**src/rtl/atsc_pkg.sv**
```systemverilog
// Shared constants and carrier types of the antenna tuner servo control
package atsc_pkg;

  // Clock and brake pulse timing
  localparam int CLK_PERIOD_NS = 10;
  localparam int BRAKE_TIME_NS = 1000;
  localparam int BRAKE_CYCLES =
    (BRAKE_TIME_NS + CLK_PERIOD_NS - 1) / CLK_PERIOD_NS;

  // Register byte offsets
  localparam logic [3:0] CTRL_OFS = 4'h0;
  localparam logic [3:0] STAT_OFS = 4'h4;

  // Control register fields
  localparam int CTRL_EN_BIT = 0;
  localparam int CTRL_TUNE_BIT = 1;
  localparam logic CTRL_EN_RST = 1'b1;

  // Status register field positions
  localparam int STAT_CAPHOME_BIT = 0;
  localparam int STAT_INDHOME_BIT = 1;
  localparam int STAT_INDFORCE_BIT = 2;
  localparam int STAT_DRV_LSB = 8;
  localparam int STAT_SENSE_LSB = 16;

  // Sensor and link inputs, polarity as on the pins
  typedef struct packed {
    logic phasePos;
    logic phaseNeg;
    logic magHigh;
    logic magLow;
    logic indMinN;
    logic capMaxN;
    logic matchHigh;
    logic matchLowN;
    logic tune;
    logic auxInhibitN;
  } atsc_sense_t;

  // Servo drives and condition outputs
  typedef struct packed {
    logic capDec;
    logic capInc;
    logic indInc;
    logic indDec;
    logic posHighN;
    logic seriesStepN;
    logic minMaxN;
    logic brake;
  } atsc_drive_t;

  localparam atsc_sense_t SENSE_RST = 10'h035;
  localparam atsc_drive_t DRIVE_RST = 8'h0e;

endpackage

```
**src/rtl/atsc_servo_ctrl.sv**
```systemverilog
// Servo direction logic, home/force latches and condition detectors
//
// Implementation choices: the register offsets and the Avalon-MM register port.
`timescale 1ns/1ps

module atsc_servo_ctrl #(
  parameter int BRAKE_CYCLES = atsc_pkg::BRAKE_CYCLES
) (
  // Clock and reset
  input wire logic clk,
  input wire logic nrst,
  // Avalon-MM slave
  input wire logic [3:0] avsAddress,
  input wire logic avsRead,
  input wire logic avsWrite,
  input wire logic [31:0] avsWritedata,
  output logic [31:0] avsReaddata,
  output logic avsWaitrequest,
  // Sensor pins
  input wire atsc_pkg::atsc_sense_t sensePins,
  // Servo drives and condition outputs
  output atsc_pkg::atsc_drive_t drive
);

  if (BRAKE_CYCLES < 1 || BRAKE_CYCLES > 255) begin : gBadBrake
    $error("BRAKE_CYCLES must lie in 1..255");
  end

  ////////////////////////////////////////////////////////////////////
  typedef struct packed {
    atsc_pkg::atsc_sense_t s1;
    atsc_pkg::atsc_sense_t s2;
    atsc_pkg::atsc_sense_t s3;
    atsc_pkg::atsc_sense_t flt;
    logic capHome;
    logic indHome;
    logic indForce;
    logic matchPrev;
    logic [7:0] brakeCnt;
    logic ctrlEn;
    logic swTune;
    logic waitReq;
    logic [31:0] rdData;
    atsc_pkg::atsc_drive_t drv;
  } atsc_state_t;

  atsc_state_t st_r;
  atsc_state_t st_nxt;

  atsc_pkg::atsc_sense_t f;
  logic posHigh;
  logic zeroHigh;
  logic minMax;
  logic tuneNow;
  logic capSup;
  logic indSup;
  logic matchNow;
  logic accept;

  ////////////////////////////////////////////////////////////////////
  always_comb begin
    st_nxt = st_r;

    // Three-stage synchroniser; a change counts when stages 2 and 3 agree
    st_nxt.s1 = sensePins;
    st_nxt.s2 = st_r.s1;
    st_nxt.s3 = st_r.s2;
    st_nxt.flt = (st_r.s2 & st_r.s3) | (st_r.flt & (st_r.s2 | st_r.s3));
    f = st_r.flt;

    posHigh = f.phasePos & f.magHigh;
    // Zero phase, not below 50, inductor minimum, capacitor not max
    zeroHigh = !f.phasePos & !f.phaseNeg & !f.magLow
      & !f.indMinN
      & f.capMaxN & !st_r.capHome;
    minMax = !f.indMinN & !f.capMaxN;
    tuneNow = f.tune | st_r.swTune;
    matchNow = f.matchHigh & !f.matchLowN;

    // Clear takes precedence over set in the same cycle
    if (!f.capMaxN || posHigh) begin
      st_nxt.capHome = 1'b0;
    end else if (tuneNow) begin
      st_nxt.capHome = 1'b1;
    end
    if (posHigh || !f.indMinN) begin
      st_nxt.indHome = 1'b0;
    end else if (tuneNow) begin
      st_nxt.indHome = 1'b1;
    end
    if (posHigh) begin
      st_nxt.indForce = 1'b0;
    end else if (minMax && f.auxInhibitN) begin
      st_nxt.indForce = 1'b1;
    end

    // Brake pulse on each rising match indication
    st_nxt.matchPrev = matchNow;
    if (matchNow && !st_r.matchPrev) begin
      st_nxt.brakeCnt = 8'(BRAKE_CYCLES);
    end else if (st_r.brakeCnt != 8'h00) begin
      st_nxt.brakeCnt = st_r.brakeCnt - 8'h01;
    end

    // Error drives are cut while a home drive acts, so an error drive never
    // opposes a home drive; indHome and indForce both set drive indInc and indDec at once
    capSup = st_r.capHome | f.matchHigh;
    indSup = st_r.indHome | st_r.indForce | f.matchHigh;

    st_nxt.drv.capDec = st_r.ctrlEn & f.phasePos & !capSup;
    st_nxt.drv.capInc = st_r.ctrlEn
      & (st_r.capHome | (f.phaseNeg & !capSup));
    st_nxt.drv.indInc = st_r.ctrlEn
      & (st_r.indForce | (f.magLow & !indSup));
    st_nxt.drv.indDec = st_r.ctrlEn
      & (st_r.indHome | (f.magHigh & !indSup));
    st_nxt.drv.posHighN = !posHigh;
    st_nxt.drv.seriesStepN = !zeroHigh;
    st_nxt.drv.minMaxN = !minMax;
    st_nxt.drv.brake = st_r.brakeCnt != 8'h00;

    // Avalon slave: one wait cycle, then the answer
    accept = (avsRead | avsWrite) & st_r.waitReq;
    st_nxt.waitReq = !accept;
    st_nxt.swTune = 1'b0;
    if (avsWrite && !st_r.waitReq && avsAddress == atsc_pkg::CTRL_OFS) begin
      st_nxt.ctrlEn = avsWritedata[atsc_pkg::CTRL_EN_BIT];
      st_nxt.swTune = avsWritedata[atsc_pkg::CTRL_TUNE_BIT];
    end
    st_nxt.rdData = 32'h0;
    if (accept && avsRead) begin
      case (avsAddress)
        atsc_pkg::CTRL_OFS: begin
          st_nxt.rdData[atsc_pkg::CTRL_EN_BIT] = st_r.ctrlEn;
        end
        atsc_pkg::STAT_OFS: begin
          st_nxt.rdData[atsc_pkg::STAT_CAPHOME_BIT] = st_r.capHome;
          st_nxt.rdData[atsc_pkg::STAT_INDHOME_BIT] = st_r.indHome;
          st_nxt.rdData[atsc_pkg::STAT_INDFORCE_BIT] = st_r.indForce;
          st_nxt.rdData[atsc_pkg::STAT_DRV_LSB +: 8] = st_r.drv;
          st_nxt.rdData[atsc_pkg::STAT_SENSE_LSB +: 10] = st_r.flt;
        end
        default: begin
          st_nxt.rdData = 32'h0;
        end
      endcase
    end
  end

  ////////////////////////////////////////////////////////////////////
  // Latches clear on reset, standing in for power-up clearing
  always_ff @(posedge clk) begin
    if (!nrst) begin
      st_r <= '0;
      st_r.ctrlEn <= atsc_pkg::CTRL_EN_RST;
      st_r.waitReq <= 1'b1;
      st_r.drv <= atsc_pkg::DRIVE_RST;
      // Idle pin levels, so no false end stop or match edge after reset
      st_r.s1 <= atsc_pkg::SENSE_RST;
      st_r.s2 <= atsc_pkg::SENSE_RST;
      st_r.s3 <= atsc_pkg::SENSE_RST;
      st_r.flt <= atsc_pkg::SENSE_RST;
    end else begin
      st_r <= st_nxt;
    end
  end

  assign drive = st_r.drv;
  assign avsReaddata = st_r.rdData;
  assign avsWaitrequest = st_r.waitReq;

  ////////////////////////////////////////////////////////////////////
  posHigh_out_a: assert property (@(posedge clk) disable iff (!nrst)
    ##1 (drive.posHighN == !$past(posHigh)))
    else $error("positive-high output wrong");

  zeroDet_a: assert property (@(posedge clk) disable iff (!nrst)
    (!drive.seriesStepN) |-> $past(!st_r.flt.phasePos && !st_r.flt.phaseNeg
      && !st_r.flt.magLow && !st_r.flt.indMinN))
    else $error("series step without zero phase high");

  zeroInhibit_a: assert property (@(posedge clk) disable iff (!nrst)
    (st_r.capHome || !st_r.flt.capMaxN) |=> drive.seriesStepN)
    else $error("series step while inhibited");

  minMax_out_a: assert property (@(posedge clk) disable iff (!nrst)
    (!st_r.flt.indMinN && !st_r.flt.capMaxN) |=> !drive.minMaxN)
    else $error("min/max output missing");

  capHomeClr_a: assert property (@(posedge clk) disable iff (!nrst)
    (posHigh || !st_r.flt.capMaxN) |=> !st_r.capHome)
    else $error("capacitor home not cleared");

  indHomeSet_a: assert property (@(posedge clk) disable iff (!nrst)
    (tuneNow && !posHigh && st_r.flt.indMinN && st_r.ctrlEn)
    |=> st_r.indHome ##1 drive.indDec)
    else $error("inductor home not driving down");

  forceGate_a: assert property (@(posedge clk) disable iff (!nrst)
    (!st_r.indForce && !st_r.flt.auxInhibitN) |=> !st_r.indForce)
    else $error("force latch set while inhibited");

  capExcl_a: assert property (@(posedge clk) disable iff (!nrst)
    !(drive.capDec && drive.capInc))
    else $error("both capacitor directions driven");

  matchStop_a: assert property (@(posedge clk) disable iff (!nrst)
    (st_r.flt.matchHigh && !st_r.capHome && !st_r.indHome && !st_r.indForce)
    |=> !(drive.capDec || drive.capInc || drive.indInc || drive.indDec))
    else $error("drive present while match high");

  brake_a: assert property (@(posedge clk) disable iff (!nrst)
    (matchNow && !st_r.matchPrev) |=> ##1 drive.brake)
    else $error("brake pulse missing");

  ////////////////////////////////////////////////////////////////////
  // Per-rule checks, one edge after the filtered cause

  posHighLow_a: assert property (@(posedge clk) disable iff (!nrst)
    (f.phasePos && f.magHigh)
    |=> !drive.posHighN)
    else $error("positive-high output not low");

  posHighIdle_a: assert property (@(posedge clk) disable iff (!nrst)
    !(f.phasePos && f.magHigh)
    |=> drive.posHighN)
    else $error("positive-high output low without cause");

  zeroSet_a: assert property (@(posedge clk) disable iff (!nrst)
    (!f.phasePos && !f.phaseNeg && !f.magLow && !f.indMinN && f.capMaxN && !st_r.capHome)
    |=> !drive.seriesStepN)
    else $error("series step request missing");

  zeroNeedMin_a: assert property (@(posedge clk) disable iff (!nrst)
    f.indMinN
    |=> drive.seriesStepN)
    else $error("series step without inductor minimum");

  zeroPhase_a: assert property (@(posedge clk) disable iff (!nrst)
    (f.phasePos || f.phaseNeg || f.magLow)
    |=> drive.seriesStepN)
    else $error("series step with phase or low error");

  minMaxIdle_a: assert property (@(posedge clk) disable iff (!nrst)
    (f.indMinN || f.capMaxN)
    |=> drive.minMaxN)
    else $error("min/max output low without cause");

  forceSet_a: assert property (@(posedge clk) disable iff (!nrst)
    (!f.indMinN && !f.capMaxN && f.auxInhibitN && !posHigh)
    |=> st_r.indForce)
    else $error("force latch not set");

  capDecDrv_a: assert property (@(posedge clk) disable iff (!nrst)
    (st_r.ctrlEn && f.phasePos && !st_r.capHome && !f.matchHigh)
    |=> drive.capDec)
    else $error("capacitance decrease drive missing");

  capIncDrv_a: assert property (@(posedge clk) disable iff (!nrst)
    (st_r.ctrlEn && f.phaseNeg && !f.matchHigh)
    |=> drive.capInc)
    else $error("capacitance increase drive missing");

  indIncDrv_a: assert property (@(posedge clk) disable iff (!nrst)
    (st_r.ctrlEn && f.magLow && !st_r.indHome && !st_r.indForce && !f.matchHigh)
    |=> drive.indInc)
    else $error("inductance increase drive missing");

  indDecDrv_a: assert property (@(posedge clk) disable iff (!nrst)
    (st_r.ctrlEn && f.magHigh && !st_r.indHome && !st_r.indForce && !f.matchHigh)
    |=> drive.indDec)
    else $error("inductance decrease drive missing");

  capHomeSet_a: assert property (@(posedge clk) disable iff (!nrst)
    (tuneNow && !posHigh && f.capMaxN)
    |=> st_r.capHome)
    else $error("capacitor home not set");

  capHomeDrv_a: assert property (@(posedge clk) disable iff (!nrst)
    (st_r.capHome && st_r.ctrlEn)
    |=> drive.capInc)
    else $error("capacitor home not driving up");

  capHomeSup_a: assert property (@(posedge clk) disable iff (!nrst)
    st_r.capHome
    |=> !drive.capDec)
    else $error("phase drive while capacitor homes");

  indHomeClr_a: assert property (@(posedge clk) disable iff (!nrst)
    (posHigh || !f.indMinN)
    |=> !st_r.indHome)
    else $error("inductor home not cleared");

  indForceDrv_a: assert property (@(posedge clk) disable iff (!nrst)
    (st_r.indForce && st_r.ctrlEn)
    |=> drive.indInc)
    else $error("force latch not driving up");

  forceOnly_a: assert property (@(posedge clk) disable iff (!nrst)
    (!st_r.indForce && (f.indMinN || f.capMaxN))
    |=> !st_r.indForce)
    else $error("force latch set without min/max");

  forceClr_a: assert property (@(posedge clk) disable iff (!nrst)
    posHigh
    |=> !st_r.indForce)
    else $error("force latch not cleared");

  tuneCapSup_a: assert property (@(posedge clk) disable iff (!nrst)
    (f.tune && f.matchHigh && !st_r.capHome)
    |=> (!drive.capDec && !drive.capInc))
    else $error("capacitor drive during tune pulse");

  homeIndSup_a: assert property (@(posedge clk) disable iff (!nrst)
    (st_r.indHome && !st_r.indForce)
    |=> !drive.indInc)
    else $error("error drive while inductor homes");

  forceIndSup_a: assert property (@(posedge clk) disable iff (!nrst)
    (st_r.indForce && !st_r.indHome)
    |=> !drive.indDec)
    else $error("error drive while inductor forced");

  matchInd_a: assert property (@(posedge clk) disable iff (!nrst)
    (f.matchHigh && !st_r.indHome && !st_r.indForce)
    |=> (!drive.indInc && !drive.indDec))
    else $error("inductor drive while match high");

  brakeStart_a: assert property (@(posedge clk) disable iff (!nrst)
    (matchNow && !st_r.matchPrev)
    |=> (st_r.brakeCnt == 8'(BRAKE_CYCLES)))
    else $error("brake count not loaded");

  brakeOn_a: assert property (@(posedge clk) disable iff (!nrst)
    (st_r.brakeCnt != 8'h00)
    |=> drive.brake)
    else $error("brake output low while counting");

  brakeOff_a: assert property (@(posedge clk) disable iff (!nrst)
    (st_r.brakeCnt == 8'h00)
    |=> !drive.brake)
    else $error("brake output high when idle");

  enGate_a: assert property (@(posedge clk) disable iff (!nrst)
    !st_r.ctrlEn
    |=> !(drive.capDec || drive.capInc || drive.indInc || drive.indDec))
    else $error("servo drive while disabled");

  clearWins_a: assert property (@(posedge clk) disable iff (!nrst)
    (tuneNow && posHigh)
    |=> (!st_r.capHome && !st_r.indHome))
    else $error("home latch set against clear");

  syncChain_a: assert property (@(posedge clk) disable iff (!nrst)
    ##1 (st_r.s3
    == $past(st_r.s2)))
    else $error("synchroniser stage skipped");

  waitOne_a: assert property (@(posedge clk) disable iff (!nrst)
    !avsWaitrequest
    |=> avsWaitrequest)
    else $error("waitrequest low for more than one cycle");

endmodule // atsc_servo_ctrl

```
**config.mk**
```make
export PLATFORM = sky130hd
export DESIGN_NAME = atsc_servo_ctrl
export DESIGN_NICKNAME = d
export VERILOG_FILES = /design/src/rtl/atsc_pkg.sv /design/src/rtl/atsc_servo_ctrl.sv
export SDC_FILE = /design/constraint.sdc
export NUM_CORES = 1
export LEC_CHECK = 0
export BUFFER_PORTS_ARGS = -buffer_cell sky130_fd_sc_hd__buf_2
export CORE_AREA = 2 2 84 86
export CTS_BUF_LIST = sky130_fd_sc_hd__clkbuf_16
export DETAILED_ROUTE_END_ITERATION = 8
export DIE_AREA = 0 0 86 88
export GPL_ROUTABILITY_DRIVEN = 0
export HOLD_SLACK_MARGIN = 0.06
export PLACE_DENSITY = 0.73
export RECOVER_POWER = 100
export SETUP_SLACK_MARGIN = 0.5
export SKIP_CTS_REPAIR_TIMING = 1
export SLEW_MARGIN = 20
export SYNTH_ARGS = -nofsm -noshare
export SYNTH_HDL_FRONTEND = slang
export SYNTH_SLANG_ARGS = --single-unit
```
**constraint.sdc**
```tcl
create_clock -name clk -period 1.6 [get_ports clk]
set_clock_uncertainty 0.05 [all_clocks]
set_input_delay 0.32 -clock clk [delete_from_list [all_inputs] [get_ports clk]]
set_output_delay 0.32 -clock clk [all_outputs]
set_load 0.01 [all_outputs]
```
==> results_dict.tcl, run 1 <==
set metrics [dict create \
    firstDrtPassIters 4 \
    critPathCaptureType "flip-flop" \
    synth_edf_count 0 \
    drv_cap 0 \
    cp.required_ns 1.77 \
    hold_start "sensePins[2]" \
    yosysMostFrequentCell "dfxtp_1" \
    cts.sinks 84 \
    fmax_ghz 0.6419 \
    power.density_mw_per_mm2 1444 \
    drtIter0Drc 52 \
    vias_per_cell 4.555 \
    synth_top_area_share_pct 57.66 \
    ff2ff_path_depth 4 \
    netlist_instances 286 \
    drive_gt1_share_pct 27.67 \
    fin_crit_ns 1.558 \
    die_w_um 86 \
    critPathLaunch "st_r[45]$_SDFFE_PN0P_" \
    whs_endpoint "st_nxt[77]$_SDFF_PN1_" \
    hp-class "in -> reg" \
    stdcell_count 398 \
    htree_levels 3 \
    yosys.area.top_type "dfxtp_1" \
    status "complete, no violations" \
    cts_buffers 9 \
    multi_input_area_sq_mm 0.001040 \
    placed_cells 383 \
    finalCritPeriodShare_pct 97.36 \
    place_area_sq_mm 0.003088 \
    register_area_sq_mm 0.001693 \
    use_met2_pct 20.86 \
    synth_async_sr_flop_share_pct 0 \
    drv_slew 0 \
    io-pin-count 91 \
    grt_overflow 0 \
    wl_mm 4.597 \
    clk_latency_ns 0.33 \
    area_growth_pct 18.45 \
    clockBufferDepth 2 \
    worstMarginPinSlew_ns 0.6091 \
    grt_pass1_wl_mm 7.403 \
    r2r_start "st_r[45]$_SDFFE_PN0P_" \
    clk_pin_slew_worst_paths_ns 0.06 \
    synth.distinct_cells 34 \
    ys_top_cells_by_area "dfxtp_1 (58%), buf_4 (10%), and2_1 (8.2%)" \
    synth_area_per_cell_sq_um 10.20 \
    slew_headroom_pct 59.40 \
    fillers 597 \
    start_util_pct 43.90 \
    regToRegSetupSlack_ns 0.04 \
    rows 30 \
    final_area_sq_mm 0.003455 \
    ant_nets 0 \
    root_buffer "clkbuf_16" \
    port_buffers 49 \
    synth_flop_cell "dfxtp_1" \
    grt_max_degree 39 \
    power_mw 4.988 \
    dieArea_sq_mm 0.007568 \
    use_met3_pct 4.618 \
    grt_pass1_vias 1659 \
    peakVddDrop_v 0.0005168 \
    hold_viol 0 \
    crit_arrival_ns 1.73 \
    core_area_sq_mm 0.006644 \
    synth_common_cells "dfxtp_1 (84), buf_4 (40), and2_1 (38), nor2_1 (19), nand2_1 (16)" \
    num_vias 1813 \
    start_kind "flip-flop" \
    min_path_cells 2 \
    syn_area_sq_mm 0.002917 \
    drc 0 \
    cts_tree "yes" \
    synth-seq-cells 84 \
    yosys_warnings 0 \
    n_antenna_cell 0 \
    rsz0062_at_grt "yes" \
    use_met1_pct 14.44 \
    top_usage_layer "met2" \
    ys_seq_area_share_pct 57.66 \
    wl_per_cell_um 11.55 \
    num-nets-final 366 \
    r2r-end "st_r[48]$_SDFFE_PN0P_" \
    die_y_um 88 \
    antenna_found_initial 0 \
    grt.total_usage_pct 13.02 \
    setup_violations 0 \
    leakagePower_nw 1.425 \
    crit_fanout 5 \
    place_hpwl_mm 3.085 \
    crit_type "reg -> reg" \
]
==> worst max-delay path, stage by stage (launching register included) <==
cell,delay [ns]
dfxtp_4,0.36
or4_4,0.56
a211oi_2,0.25
xnor2_1,0.15
a21boi_1,0.08
==> how the worst max path moves through the flow <==
stage                             to  slack, ns  cells after the start
2_1_floorplan  st_r[50]$_SDFFE_PP0P_       0.17                      4
3_3_place_gp   st_r[50]$_SDFFE_PP0P_       0.13                      4
3_5_place_dp   st_r[49]$_SDFFE_PN0P_       0.09                      7
4_1_cts        st_r[49]$_SDFFE_PN0P_       0.08                      7
5_1_grt        st_r[49]$_SDFFE_PN0P_      -0.05                      7
6_report       st_r[48]$_SDFFE_PN0P_       0.04                      4
==> flip-flops by register name (all words and copies together), names as in the netlist <==
| register | cells |
|---|---|
| f | 10 |
| avsReaddata | 21 |
| avsWaitrequest | 1 |
| st_nxt | 20 |
| drive | 8 |
| st_r | 24 |
==> cells by family (layout without fill, tap and decap cells) <==
logic type / after synthesis / in the layout / share of synthesized area (%)
compound gates: 38 / 38 / 8.237
xor+xnor: 2 / 2 / 0.6007
fa+ha+maj: 1 / 1 / 0.4289
buf+inv: 52 / 74 / 11.84
flops: 84 / 84 / 57.66
mux: 3 / 3 / 1.030
other cells: 1 / 11 / 0.1286
simple gates: 105 / 105 / 20.08
==> power breakdown <==
part,internal [mW],leakage (nW),switching (mW)
clock,1.17,0.137,0.738
combinational,0.397,0.601,0.334
sequential,2.22,0.687,0.128
==> layout make-up <==
type	count	share of cell area, %
well taps	80	2.898
clock inverters	5	1.340
multi-input cells	160	30.10
repair buffers	55	9.598
flip-flops and latches	84	49.00
clock buffers	9	6.519
inverters	5	0.5433
==> metal layers <==
layer / up-vias / share of wire [%]
met5: - / 0
met4: 0 / 2.5
met3: 10 / 5.5
met2: 48 / 48
met1: 814 / 44
li1: 941 / -
==> per-stage QoR <==
step                      setup WS [ns]  TNS [ns]  hold slack [ns]  utilization [%]
final                           0.04220         0           0.1116            52.00
after global routing           -0.04544  -0.04656           0.1052            52.00
after CTS                       0.07676         0           0.1062            50.57
after detailed placement        0.09357         0           0.3454            46.48
after global placement           0.1282         0           0.3421            46.48
after floorplan                  0.1684         0           0.3363                -
==> cell usage in the layout (no fill, tap or decap), types with 4 or more instances in the layout <==
master	count
conb_1	11
buf_6	11
a21boi_0	7
clkbuf_16	9
nor2_1	19
and2_4	18
nand2b_1	13
inv_1	4
buf_2	24
clkbuf_1	16
a21oi_1	10
nand2_1	14
dfxtp_2	6
o21ai_0	11
and2_1	17
dfxtp_1	77
Power figures use the tool's default switching activity.
==> run 2, diff against run 1 <==
- CORE_AREA: 2 2 84 86 -> 2 2 77 79
- DIE_AREA: 0 0 86 88 -> 0 0 79 81
- PLACE_DENSITY: 0.73 -> 0.82
- clock period: 1.6 -> 1.92 ns (I/O delays scaled with it)
==> run 2 against run 1 <==
Sequential share of layout area rose by 0.90 points. Non-clock buffer count is 4 higher. Sequential power down 16%. Via count increased by 3.4%. Register-to-register slack improved by 0.27 ns. Die area is 15% lower. Worst setup slack gained 0.27 ns. Global-route usage rose by 2.5 points. Combinational power is 1% higher. Core utilization rose by 7.8 points. Design area decreased by 1.8%. Critical path type unchanged. Largest power group unchanged. Highest routed layer unchanged.
==> results_dict.tcl, run 2 (synthesis gave the netlist of run 1 again) <==
set metrics [dict create \
    status "complete, no violations" \
    area_growth_pct 16.30 \
    setup_tns_ns 0 \
    drive_gt1_share_pct 17.28 \
    slowest_delay_ns 0.36 \
    clockBufferDepth 2 \
    mostFrequentLayoutCells "dfxtp_1 (81), clkbuf_1 (35), and2_1 (28)" \
    critPathCapture "st_r[48]$_SDFFE_PN0P_" \
    n_antenna_cell 0 \
    register_area_sq_mm 0.001693 \
    htree_levels 3 \
    clk_pin_slew_worst_paths_ns 0.06 \
    fmax_ghz 0.6214 \
    cpMaxStageDelayCell "dfxtp_4" \
    largest_reg_flops 24 \
    cts.sinks 84 \
    grt_max_degree 32 \
    cts_tree "yes" \
    start_util_pct 51.39 \
    place_area_sq_mm 0.003047 \
    final_core_util_pct 59.77 \
    regToRegSetupSlack_ns 0.31 \
    r2r-end "st_r[48]$_SDFFE_PN0P_" \
    grt_pass1_wl_mm 7.445 \
    drc 0 \
    firstDrtPassIters 4 \
    cp_num_buf_inv 3 \
    peakVddDrop_v 0.0006838 \
    wl_mm 4.976 \
    clk_latency_ns 0.33 \
    fin_crit_ns 1.609 \
    r2r_start "st_r[45]$_SDFFE_PN0P_" \
    multi_input_area_sq_mm 0.001011 \
    ant_nets 0 \
    start_kind "flip-flop" \
    core_area_sq_mm 0.005675 \
    drv_slew 0 \
    die_w_um 79 \
    num_vias 1875 \
    port_buffers 49 \
    crit_fanout 4 \
    vias_per_cell 4.699 \
    cp.depth 7 \
    cts_buffers 9 \
    cp.required_ns 2.13 \
    final_area_sq_mm 0.003392 \
    hp-class "in -> reg" \
    leakagePower_nw 1.347 \
    power.density_mw_per_mm2 1287 \
    hold_viol 0 \
    grt_pass1_vias 1723 \
    die_y_um 81 \
    ff2ff_path_depth 7 \
    critPathLaunch "st_r[45]$_SDFFE_PN0P_" \
    grt_overflow 0 \
    crit_arrival_ns 1.82 \
    critPathCaptureType "flip-flop" \
    root_buffer "clkbuf_16" \
    top_register "st_r" \
    final_common_cell "dfxtp_1" \
    crit_family "buffers and inverters" \
    path_cells "buf_4 > nor4b_4 > clkbuf_1 > buf_6 > a211oi_2 > xnor2_1 > a21boi_1" \
    fillers 486 \
    num-nets-final 370 \
    rows 28 \
    wl_per_cell_um 12.47 \
    slew_headroom_pct 33.08 \
    rsz0062_at_grt "yes" \
    grt.total_usage_pct 15.55 \
    drv_cap 0 \
    place_hpwl_mm 3.307 \
    dieArea_sq_mm 0.006399 \
    drtIter0Drc 91 \
    finalCritPeriodShare_pct 83.82 \
    crit_type "reg -> reg" \
    antenna_found_initial 0 \
    worstMarginPinSlew_ns 1.004 \
    io-pin-count 91 \
    setup_violations 0 \
]
-- run 2: cell count changes in the layout (fill, tap and decap cells not counted), moves of 2 or more --
cell	previous run	this run
clkbuf_1	16	35
and2_1	17	28
buf_2	24	18
dfxtp_2	6	0
clkinvlp_4	0	2
and2_0	3	10
dfxtp_1	77	81
clkinv_1	2	0
dfxtp_4	1	3
and2_4	18	0
buf_6	11	1
-- run 2: cell type report --
cell class / instances / area share (%)
Sequential cell: 84 / 49.91
Multi-Input combinational cell: 160 / 29.80
Clock buffer: 9 / 6.640
Clock inverter: 7 / 1.992
Timing Repair Buffer: 59 / 8.336
Tap cell: 75 / 2.767
Inverter: 5 / 0.5533
-- run 2: worst min-delay path by stage --
stage | start | to | slack (ns) | cells past startpoint
floorplan | st_nxt[75]$_SDFF_PN1_ | st_nxt[65]$_SDFF_PN1_ | 0.34 | 1
global placement | st_nxt[75]$_SDFF_PN1_ | st_nxt[65]$_SDFF_PN1_ | 0.34 | 1
detailed placement | st_nxt[75]$_SDFF_PN1_ | st_nxt[65]$_SDFF_PN1_ | 0.35 | 1
CTS | sensePins[5] | st_nxt[80]$_SDFF_PN1_ | 0.17 | 2
global route | sensePins[2] | st_nxt[77]$_SDFF_PN1_ | 0.18 | 2
finish | sensePins[2] | st_nxt[77]$_SDFF_PN1_ | 0.18 | 2
-- run 2: worst reg2reg max path, stage by stage, from the launching register on --
cell and delay, ns:
dfxtp_4 0.36, buf_4 0.15, nor4b_4 0.28, clkbuf_1 0.23, buf_6 0.13, a211oi_2 0.07
xnor2_1 0.14, a21boi_1 0.13
-- run 2: layer usage --
metal / GRT usage [%] / routed length (um)
met1: 16.55 / 2126
met2: 26.95 / 2459
met3: 5.111 / 269
met4: 9.310 / 121
met5: 0 / 0
-- run 2: report_power, final --
| part | total, mW | internal, mW | switching, mW |
|---|---|---|---|
| sequential | 1.97 | 1.86 | 0.112 |
| clock | 1.66 | 1.00 | 0.659 |
| combinational | 0.739 | 0.405 | 0.334 |
-- run 2: metrics by stage --
stage | worst slack, ns | power [mW] | hold WS (ns) | instances
finish | 0.3107 | 4.367 | 0.1850 | 399
global route | 0.2141 | 4.545 | 0.1774 | 399
CTS | 0.3736 | 4.194 | 0.1722 | 392
detailed placement | 0.2598 | 2.526 | 0.3461 | 376
global placement | 0.2781 | 2.487 | 0.3431 | 376
floorplan | 0.4873 | 2.430 | 0.3363 | 296
